$ cat src/stc_consts.vh
// constants for the sixteen bit timer/counter: offsets, fields, reset values
// assumes a wishbone slave with byte-wide registers in the low data lane
//
// ============================================================
// Overview of operation
// RL1: count is high and low byte, read/write
// RL2: wrap from all ones raises overflow request
// RL3: capture/compare trigger clears the count
// RL4: control bit 0 gates counting
// RL5: control bit 1 picks external or internal
// RL6: internal source advances per instruction cycle
// RL7: external source advances on rising pin edge
// RL8: timer, sync counter, async counter modes
// RL9: control bit 2 bypasses external sync
// RL10: bits 5-4 divide input by 1,2,4,8
// RL11: control bit 3 enables low power oscillator
// RL12: control bits 7-6 read zero, ignore writes
// RL13: control at 10h, resets to zero
// RL14: overflow flag sticky, low carries into high
`ifndef STC_CONSTS_VH
`define STC_CONSTS_VH

// ============================================================
// register byte addresses
`define STC_ADDR_CONTROL    8'h10
`define STC_ADDR_COUNT_LOW  8'h14
`define STC_ADDR_COUNT_HIGH 8'h18
`define STC_ADDR_IRQ_STATUS 8'h1c
`define STC_ADDR_IRQ_MASK   8'h20

// ============================================================
// control fields
`define STC_BIT_ENABLE      0
`define STC_BIT_SOURCE      1
`define STC_BIT_SYNC_BYPASS 2
`define STC_BIT_OSC_ENABLE  3
`define STC_DIV_LSB         4
`define STC_DIV_MSB         5
`define STC_CONTROL_MASK    8'h3f
`define STC_CONTROL_RESET   8'h00
`define STC_COUNT_RESET     8'h00
`define STC_IRQ_RESET       1'b0

// ============================================================
// timing
`define STC_INSTR_DIV       2'h3

`endif

$ cat src/stc_sync2.v
// two flip-flop synchroniser for one level
// assumes the input may change at any time relative to clk_in
`timescale 1ns/1ps
`default_nettype none
module stc_sync2 (
	// clock and reset
	input  wire clk_in,
	input  wire reset_n_in,
	// level
	input  wire level_in,
	output wire level_out
);
	reg meta_r;
	reg sync_r;

	always @(posedge clk_in or negedge reset_n_in) begin
		if (!reset_n_in) begin
			meta_r <= 1'b0;
			sync_r <= 1'b0;
		end else begin
			meta_r <= level_in;
			sync_r <= meta_r;
		end
	end

	assign level_out = sync_r;
endmodule // stc_sync2
`default_nettype wire

$ cat src/stc_prescaler.v
// input divider: passes one of every 1, 2, 4 or 8 tick pulses
// assumes tick_in is a one-cycle pulse; clear_in restarts the count
`timescale 1ns/1ps
`default_nettype none
module stc_prescaler (
	// clock and reset
	input  wire       clk_in,
	input  wire       reset_n_in,
	// control
	input  wire [1:0] divide_in,
	input  wire       clear_in,
	// ticks
	input  wire       tick_in,
	output wire       tick_out
);
	reg  [2:0] count_r;
	wire [2:0] limit;

	// ============================================================
	// division
	assign limit = (3'h1 << divide_in) - 3'h1; // RL10
	assign tick_out = tick_in && (count_r >= limit); // RL10

	always @(posedge clk_in or negedge reset_n_in) begin
		if (!reset_n_in) begin
			count_r <= 3'h0;
		end else if (clear_in) begin
			count_r <= 3'h0;
		end else if (tick_in) begin
			if (count_r >= limit) begin
				count_r <= 3'h0;
			end else begin
				count_r <= count_r + 3'h1;
			end
		end
	end
endmodule // stc_prescaler
`default_nettype wire

$ cat src/stc_timer.v
// sixteen bit timer/counter with a classic wishbone register slave
// assumes clk_in is the oscillator clock and the external pin is slow
// against it; the trigger input is a one-cycle pulse in this domain
//
// Added by the designer: the Wishbone register port.
`timescale 1ns/1ps
`default_nettype none
`include "stc_consts.vh"
module stc_timer (
	// clock and reset
	input  wire       clk_in,
	input  wire       reset_n_in,
	// wishbone slave
	input  wire       wb_cyc_in,
	input  wire       wb_stb_in,
	input  wire       wb_we_in,
	input  wire [7:0] wb_adr_in,
	input  wire [3:0] wb_sel_in,
	input  wire [31:0] wb_dat_in,
	output reg  [31:0] wb_dat_out,
	output reg        wb_ack_out,
	output wire       wb_err_out,
	// counter pins and triggers
	input  wire       ext_count_pin_in,
	input  wire       special_trigger_in,
	output wire       osc_enable_out,
	// interrupt
	output wire       irq_out
);
	// ============================================================
	// registers
	reg  [7:0] control_r;
	reg  [7:0] count_low_r;
	reg  [7:0] count_high_r;
	reg        ovf_flag_r;
	reg        ovf_mask_r;
	reg  [1:0] instr_div_r;
	reg        pin_prev_r;
	reg        raw_prev_r;
	reg  [7:0] rd_nxt;
	reg        hit;

	wire       enable;
	wire       src_ext;
	wire       bypass;
	wire       pin_sync;
	wire       ext_level;
	wire       ext_edge;
	wire       instr_tick;
	wire       src_tick;
	wire       cnt_tick;
	wire       wrap;
	wire       bus_req;
	wire       bus_wr;
	wire       bus_rd;
	wire       lane0;

	assign enable  = control_r[`STC_BIT_ENABLE];
	assign src_ext = control_r[`STC_BIT_SOURCE];
	assign bypass  = control_r[`STC_BIT_SYNC_BYPASS];
	assign osc_enable_out = control_r[`STC_BIT_OSC_ENABLE]; // RL11

	// ============================================================
	// count source
	stc_sync2 u_pin_sync (
		.clk_in     (clk_in),
		.reset_n_in (reset_n_in),
		.level_in   (ext_count_pin_in),
		.level_out  (pin_sync)
	);

	// async mode takes the pin through one flop, not two, saving one cycle of latency; the
	// edge detector still samples it, so the pin must be slow and clean
	assign ext_level = bypass ? raw_prev_r : pin_sync; // RL9
	assign ext_edge  = ext_level && !pin_prev_r; // RL7

	always @(posedge clk_in or negedge reset_n_in) begin
		if (!reset_n_in) begin
			raw_prev_r  <= 1'b0;
			pin_prev_r  <= 1'b0;
			instr_div_r <= 2'h0;
		end else begin
			raw_prev_r  <= ext_count_pin_in;
			pin_prev_r  <= ext_level;
			instr_div_r <= instr_div_r + 2'h1;
		end
	end

	assign instr_tick = (instr_div_r == `STC_INSTR_DIV); // RL6
	assign src_tick   = src_ext ? ext_edge : instr_tick; // RL5 RL8

	stc_prescaler u_prescaler (
		.clk_in     (clk_in),
		.reset_n_in (reset_n_in),
		.divide_in  (control_r[`STC_DIV_MSB:`STC_DIV_LSB]),
		.clear_in   (bus_wr && (wb_adr_in == `STC_ADDR_COUNT_LOW ||
		             wb_adr_in == `STC_ADDR_COUNT_HIGH)),
		.tick_in    (src_tick && enable),
		.tick_out   (cnt_tick)
	);

	assign wrap = cnt_tick && (count_high_r == 8'hff) && (count_low_r == 8'hff); // RL2

	// ============================================================
	// wishbone decode
	assign bus_req = wb_cyc_in && wb_stb_in && !wb_ack_out;
	assign bus_wr  = bus_req && wb_we_in && lane0;
	assign bus_rd  = bus_req && !wb_we_in;
	assign lane0   = wb_sel_in[0];
	assign wb_err_out = 1'b0;

	always @* begin
		hit   = 1'b1;
		rd_nxt = 8'h00;
		case (wb_adr_in)
			`STC_ADDR_CONTROL:    rd_nxt = control_r & `STC_CONTROL_MASK; // RL12
			`STC_ADDR_COUNT_LOW:  rd_nxt = count_low_r; // RL1
			`STC_ADDR_COUNT_HIGH: rd_nxt = count_high_r; // RL1
			`STC_ADDR_IRQ_STATUS: rd_nxt = {7'h00, ovf_flag_r};
			`STC_ADDR_IRQ_MASK:   rd_nxt = {7'h00, ovf_mask_r};
			default:              hit = 1'b0;
		endcase
	end

	always @(posedge clk_in or negedge reset_n_in) begin
		if (!reset_n_in) begin
			wb_ack_out <= 1'b0;
			wb_dat_out <= 32'h00000000;
		end else begin
			wb_ack_out <= bus_req;
			if (bus_rd) begin
				wb_dat_out <= {24'h000000, hit ? rd_nxt : 8'h00};
			end
		end
	end

	// ============================================================
	// control and interrupt registers
	always @(posedge clk_in or negedge reset_n_in) begin
		if (!reset_n_in) begin
			control_r  <= `STC_CONTROL_RESET; // RL13
			ovf_mask_r <= `STC_IRQ_RESET;
			ovf_flag_r <= `STC_IRQ_RESET;
		end else begin
			if (bus_wr && wb_adr_in == `STC_ADDR_CONTROL) begin
				control_r <= wb_dat_in[7:0] & `STC_CONTROL_MASK; // RL12
			end
			if (bus_wr && wb_adr_in == `STC_ADDR_IRQ_MASK) begin
				ovf_mask_r <= wb_dat_in[0];
			end
			// set beats the clear-on-read in the same cycle
			if (wrap) begin
				ovf_flag_r <= 1'b1; // RL14
			end else if (bus_rd && wb_adr_in == `STC_ADDR_IRQ_STATUS) begin
				ovf_flag_r <= 1'b0;
			end
		end
	end

	assign irq_out = ovf_flag_r && ovf_mask_r; // RL2

	// ============================================================
	// counter
	always @(posedge clk_in or negedge reset_n_in) begin
		if (!reset_n_in) begin
			count_low_r  <= `STC_COUNT_RESET;
			count_high_r <= `STC_COUNT_RESET;
		end else if (special_trigger_in) begin
			count_low_r  <= `STC_COUNT_RESET; // RL3
			count_high_r <= `STC_COUNT_RESET; // RL3
		end else if (bus_wr && wb_adr_in == `STC_ADDR_COUNT_LOW) begin
			count_low_r <= wb_dat_in[7:0]; // RL1
		end else if (bus_wr && wb_adr_in == `STC_ADDR_COUNT_HIGH) begin
			count_high_r <= wb_dat_in[7:0]; // RL1
		end else if (cnt_tick) begin // RL4
			count_low_r <= count_low_r + 8'h01;
			if (count_low_r == 8'hff) begin
				count_high_r <= count_high_r + 8'h01; // RL14
			end
		end
	end
endmodule // stc_timer
`default_nettype wire

$ cat config.mk
export PLATFORM = sky130hd
export DESIGN_NAME = stc_timer
export DESIGN_NICKNAME = d
export VERILOG_FILES = /design/src/stc_sync2.v /design/src/stc_prescaler.v /design/src/stc_timer.v
export VERILOG_INCLUDE_DIRS = /design/src /design/src/src
export SDC_FILE = /design/constraint.sdc
export NUM_CORES = 1
export LEC_CHECK = 0
export ABC_AREA = 1
export BUFFER_PORTS_ARGS = -buffer_cell sky130_fd_sc_hd__buf_2
export CORE_MARGIN = 3
export CORE_UTILIZATION = 35
export CTS_BUF_LIST = sky130_fd_sc_hd__clkbuf_2 sky130_fd_sc_hd__clkbuf_4 sky130_fd_sc_hd__clkbuf_8
export DETAILED_ROUTE_END_ITERATION = 6
export GPL_TIMING_DRIVEN = 1
export PLACE_DENSITY = 0.66
export SETUP_SLACK_MARGIN = 0.4
export SYNTH_ARGS = -nofsm -noshare
export SYNTH_HDL_FRONTEND = slang
export SYNTH_SLANG_ARGS = --single-unit
$ cat constraint.sdc
create_clock -name clk_in -period 4.35 [get_ports clk_in]
set_input_delay 0.87 -clock clk_in [delete_from_list [all_inputs] [get_ports clk_in]]
set_output_delay 0.87 -clock clk_in [all_outputs]
set_load 0.05 [all_outputs]
# Word level (Yosys, flattened, before mapping)
# Cells that the tools add are included.
[classes] addsub=5 n_lt_le_gt_ge=1 eq_ne=10 n_shift=1 muxes=19 reduce_logical=29
[ops] operator="8-bit 2-to-1 mux" n=10
[ops] operator="8-bit one-hot mux with 5 select lines" n=1
[ops] operator="8-bit by 5-bit equality test with 1-bit output, second input constant" n=4
[ops] operator="1-bit logical AND" n=17
[ops] operator="8-bit by 1-bit adder with 8-bit output, second input constant" n=2
[ops] operator="8-bit equality test, second input constant" n=2
[ops] operator="3-bit 2-to-1 mux" n=3
[ops] operator="3-bit nonzero test" n=3
[ops] operator="8-bit by 6-bit equality test with 1-bit output, second input constant" n=1
[ops] operator="1-bit 2-to-1 mux" n=5
[ops] operator="5-bit OR reduction" n=1
[ops] operator="2-bit nonzero test" n=2
[ops] operator="3-bit by 1-bit adder with 3-bit output, second input constant" n=1
[ops] operator="3-bit greater-or-equal comparator" n=1
[ops] operator="1-bit logical NOT" n=3
[ops] operator="3-bit != test, second input constant" n=1
[ops] operator="3-bit AND reduction" n=1
[ops] operator="1-bit by 2-bit left shift with 3-bit output, first input constant" n=1
[ops] operator="3-bit by 1-bit subtractor with 3-bit output, second input constant" n=1
[ops] operator="2-bit by 1-bit adder with 2-bit output, second input constant" n=1
[ops] operator="2-bit equality test, second input constant" n=1
[ops] operator="2-bit != test, second input constant" n=1
[ops] operator="2-bit AND reduction" n=1
[ops] operator="1-bit logical OR" n=1
[word_totals] register_bits=41 input_bits=51 out_inout_bits=36

# Depth between registers and ports, before layout
[logic_depth] depth_word=9 ltp_mapped=11

# Modules after synthesis
# A second synthesis with hierarchy kept.
[hier_totals] hier_cells=416 area_unflattened_um2=2976.6
[modules_own_cells] module="stc_timer" instances=1 cells_per_inst=382 area_per_inst_um2=2672.6
[modules_own_cells] module="stc_prescaler" instances=1 cells_per_inst=32 area_per_inst_um2=254.0
[modules_own_cells] module="stc_sync2" instances=1 cells_per_inst=2 area_per_inst_um2=50.0

# Least setup slack after synthesis
# No wires, ideal clock.
[synth_path] kind="input -> register" start="input port wb_adr_in[1]" end="register control_r[3]" setup_ns=0.123 t_arrival_ns=1.679 path_slack_ns=2.549 stages=7 n_path_buf=1 path_cell_list="nor2_1 -> nand3_1 -> nor2_4 -> nand2_1 -> buf_2 -> nand2_1 -> o21ai_1"
[synth_between] elab_chain_len=2
[synth_rtl] item="start, declared" line="stc_timer.v:17" source="input wire [7:0] wb_adr_in,"
[synth_rtl] item="8-bit by 5-bit equality test with 1-bit output"
[synth_rtl] item="1-bit logical AND (no line)"
[synth_rtl] item="end signal, assigned" line="stc_timer.v:141" source="control_r <= `STC_CONTROL_RESET;"
[synth_rtl] item="end signal, assigned" line="stc_timer.v:146" source="control_r <= wb_dat_in[7:0] & `STC_CONTROL_MASK;"
[synth_rtl] item="end, declared" line="stc_timer.v:32" source="reg [7:0] control_r;"
# Every way passes these cells.
# A chain may end at the register's enable or synchronous reset.

# Worst setup path after layout
[layout_path] start="register control_r[5]" end="register count_high_r[1]"
[layout_between] elab_chain_len=6
[layout_rtl] item="1-bit by 2-bit left shift with 3-bit output" line="stc_prescaler.v:21" source="assign limit = (3'h1 << divide_in) - 3'h1;"
[layout_rtl] item="3-bit by 1-bit subtractor with 3-bit output" line="stc_prescaler.v:21"
[layout_rtl] item="3-bit greater-or-equal comparator" line="stc_prescaler.v:22" source="assign tick_out = tick_in && (count_r >= limit);"
[layout_rtl] item="1-bit logical AND" line="stc_prescaler.v:22"
[layout_rtl] item="3-bit nonzero test (no line)"
[layout_rtl] item="3-bit AND reduction (no line)"
[layout_rtl] item="end signal, assigned" line="stc_timer.v:167" source="count_high_r <= `STC_COUNT_RESET;"
[layout_rtl] item="end signal, assigned" line="stc_timer.v:170" source="count_high_r <= `STC_COUNT_RESET;"
[layout_rtl] item="end signal, assigned" line="stc_timer.v:174" source="count_high_r <= wb_dat_in[7:0];"
[layout_rtl] item="end, declared" line="stc_timer.v:34" source="reg [7:0] count_high_r;"
# Every way passes these cells.

==> key figures <==
Clock tree
  • Resize count post-CTS: 0
  • Reg clk slew, reported paths: 0.09 ns
  • CTS tree: built
  • Root buffer cell: clkbuf_8
  • Setup Buffers After CTS: 0
  • Clock Path Buffers: 2
  • CTS sink cnt: 41
  • Htree depth: 2
  • Worst-skew pair later-pin latency: 0.30 ns
  • Total clock buffers created by CTS: 5
  • # hold bufs at CTS: 0

STA
  • Final clock skew: 0.00897 ns
  • Worst-Margin Slew: 0.950 ns
  • Max_slew headroom: 36.7%
  • Setup TNS: 0 ns
  • Min cycle time layout: 2.04 ns
  • Fin. max-slew vios: 0
  • Final period util: 46.9%
  • Unrepaired setup endpoints after global routing: false
  • Final Hold Fails: 0
  • Max Clock Freq: 491 MHz
  • Final setup violation count: 0

Global routing
  • Global-route wire length before repair: 12.1 mm
  • Total grt overflow: 0
  • Vias in the first global route: 2525
  • Initial antenna violation count: 0
  • GR Util All Layers: 15.2%
  • Largest net degree at the start of global routing: 42

Critical path
  • Worst Path Max Fanout: 9
  • Crit path capture type: register
  • Critical path required time: 4.60 ns
  • Crit start category: register
  • Critical path class: register to register
  • R2R setup slack: 2.31 ns
  • Crit path DAT: 2.28 ns

Floorplan
  • Top-Level Pins: 87
  • Die height: 98.6 um
  • Initial Utilization: 36.3%
  • CORE AREA: 0.00826 sq mm
  • DIE AREA: 0.00972 sq mm
  • Cell Rows: 33
  • Die X: 98.6 um

Yosys
  • Average size of a mapped cell: 6.89 sq um
  • Mapped cell area: 0.00300 sq mm
  • Synth area leader: dfrtp_1
  • Distinct cells, synth: 39
  • Main flop type after synthesis: dfrtp_1
  • Synth warn: 0
  • Async S/R FF share, synth: 100%
  • Post-synth top area share: 34.2%
  • #FFs+latches synth: 41
  • Sequential fraction of the synthesis area: 34.2%
  • Synth area leaders: dfrtp_1 34%, nand2_1 19%, nand3_1 8.0%
  • Cells after Synth: 435
  • Post-synth EDFFs: 0

Finish
  • Most frequent cells in the layout: 155 x nand2_1, 48 x nand3_1, 41 x dfrtp_1
  • Fin nets: 526
  • N_diodes: 0
  • Commonest non-fill, non-tap cell in the layout: nand2_1
  • Non-filler cells, final: 574
  • Area Overhead vs Synth: 9.93%
  • Layout cell share with drive strength beyond 1: 16.2%

Route
  • Total Wirelength: 7.13 mm
  • DRC errors left: 0
  • First DRT Iteration DRCs: 164
  • Routed vias/inst: 4.74
  • Drt wl/cell: 12.4 um
  • Routed Antenna Nets: 0
  • TritonRoute pass-1 iters: 4
  • Routed vias: 2722

Power and ir drop
  • PwrDens: 286 mW/mm^2
  • VDD IR max: 0.179 mV
  • Logic pwr share: 16.4%
  • P_int: 659 uW
  • Register share of total power: 43.4%
  • Sw Share: 30.2%
  • Static leakage power: 0.00180 uW
  • Power share of the clock group: 40.2%
  • Sw power: 285 uW

Worst hold path
  • HP Class: register to register

Placed design
  • Detail Placement HPWL: 5.54 mm
  • Port bufs: 34
  • GP Congestion: 0.922
  • Placed Cells: 566

Flow run
  • Max_cap viols: 0

Status
  • Outcome: finished clean
-- power by group through the flow --
stage,sequential [uW],clock [uW],combinational (uW)
final,410,379,154
after global routing,411,404,169
after CTS,409,388,155
after detailed placement,417,0,155
after global placement,416,0,152
after floorplan,418,0,129
-- through the flow --
step / cell area (sq um) / total power, uW / hold WS, ns / setup WS, ns / util [%]
2_1_floorplan: 3090 / 548 / 0.354 / 2.55 / -
3_3_place_gp: 3160 / 569 / 0.359 / 2.16 / 38.3
3_5_place_dp: 3160 / 572 / 0.365 / 2.12 / 38.3
4_1_cts: 3300 / 952 / 0.386 / 2.32 / 39.9
5_1_grt: 3300 / 983 / 0.400 / 2.18 / 39.9
6_report: 3300 / 943 / 0.387 / 2.31 / 39.9
-- sequential cells by signal, indices dropped and copies added, names as in the netlist --
register,count
control_r,6
count_high_r,8
count_low_r,8
instr_div_r,2
ovf_flag_r,1
ovf_mask_r,1
pin_prev_r,1
raw_prev_r,1
u_pin_sync.level_out,1
u_prescaler.count_r,3
wb_ack_out,1
wb_dat_out,8
-- layer usage --
metal  routed length (um)  up-vias  track usage (%)
li1                     -     1376                -
met2                 3210       84             24.6
met4                  173        0             5.46
met5                    0        -                0
met1                 3300     1247             20.1
met3                  444       15             3.33
-- cells by family (layout without fill, tap and decap cells) --
family                   after synthesis  in the layout  synth area share, %
AND/OR/NAND/NOR                      278            278                 43.0
buffers and inverters                 79             89                 13.7
flip-flops                            41             41                 34.2
AO/OA/AOI/OAI                         24             24                 4.63
adder cells (fa/ha/maj)                7              7                 2.92
XOR/XNOR                               5              5                 1.46
other                                  1             25                0.125
-- cells in the mapped netlist, types with 2 or more instances --
library cell and number:
nand2_1 155, nand3_1 48, dfrtp_1 41, inv_1 40
nor2_1 39, buf_4 25, a21oi_1 7, ha_1 7
nand2_2 7, o21ai_1 6, inv_2 5, nor2_2 5
nor2_4 5, nand4_1 4, clkbuf_2 3, nand2_4 3
nand3_2 3, xnor2_1 3, buf_2 2, nor2_8 2
nor3_1 2, o211ai_1 2, o21ai_0 2, o21bai_1 2
o22ai_1 2, xor2_1 2
-- final cells by class --
class | instances | area (sq um)
tap | 105 | 131
multi-input combinational | 339 | 1650
sequential | 41 | 1030
timing repair buffer | 34 | 170
clock inverter | 3 | 68.8
clock buffer | 5 | 68.8
fill | 861 | 4960
inverter | 47 | 179
-- worst max-delay path, cell delays in order, from the launching register on --
cell,delay [ns]
dfrtp_1,0.42
or2_2,0.31
ha_1,0.27
nand3_1,0.08
nand3_1,0.15
nand3_1,0.23
nand3_2,0.23
nand2_4,0.16
nand2_1,0.06
nand2_1,0.07
-- worst paths after layout --
| kind | depth (start not counted) | start | to |
|---|---|---|---|
| worst max-delay path | 9 | control_r[5]$_DFFE_PN0P_ | count_high_r[1]$_DFFE_PN0P_ |
| worst min-delay path | 0 | raw_prev_r$_DFF_PN0_ | u_pin_sync.level_out$_DFF_PN0_ |
| worst max register to register | 9 | control_r[5]$_DFFE_PN0P_ | count_high_r[1]$_DFFE_PN0P_ |
| worst min register to register | 0 | raw_prev_r$_DFF_PN0_ | u_pin_sync.level_out$_DFF_PN0_ |
| max in group asynchronous | 1 | reset_n_in | count_low_r[1]$_DFFE_PN0P_ |
| min in group asynchronous | 1 | reset_n_in | count_high_r[3]$_DFFE_PN0P_ |
Note: power is estimated with default switching activity, not from simulation.
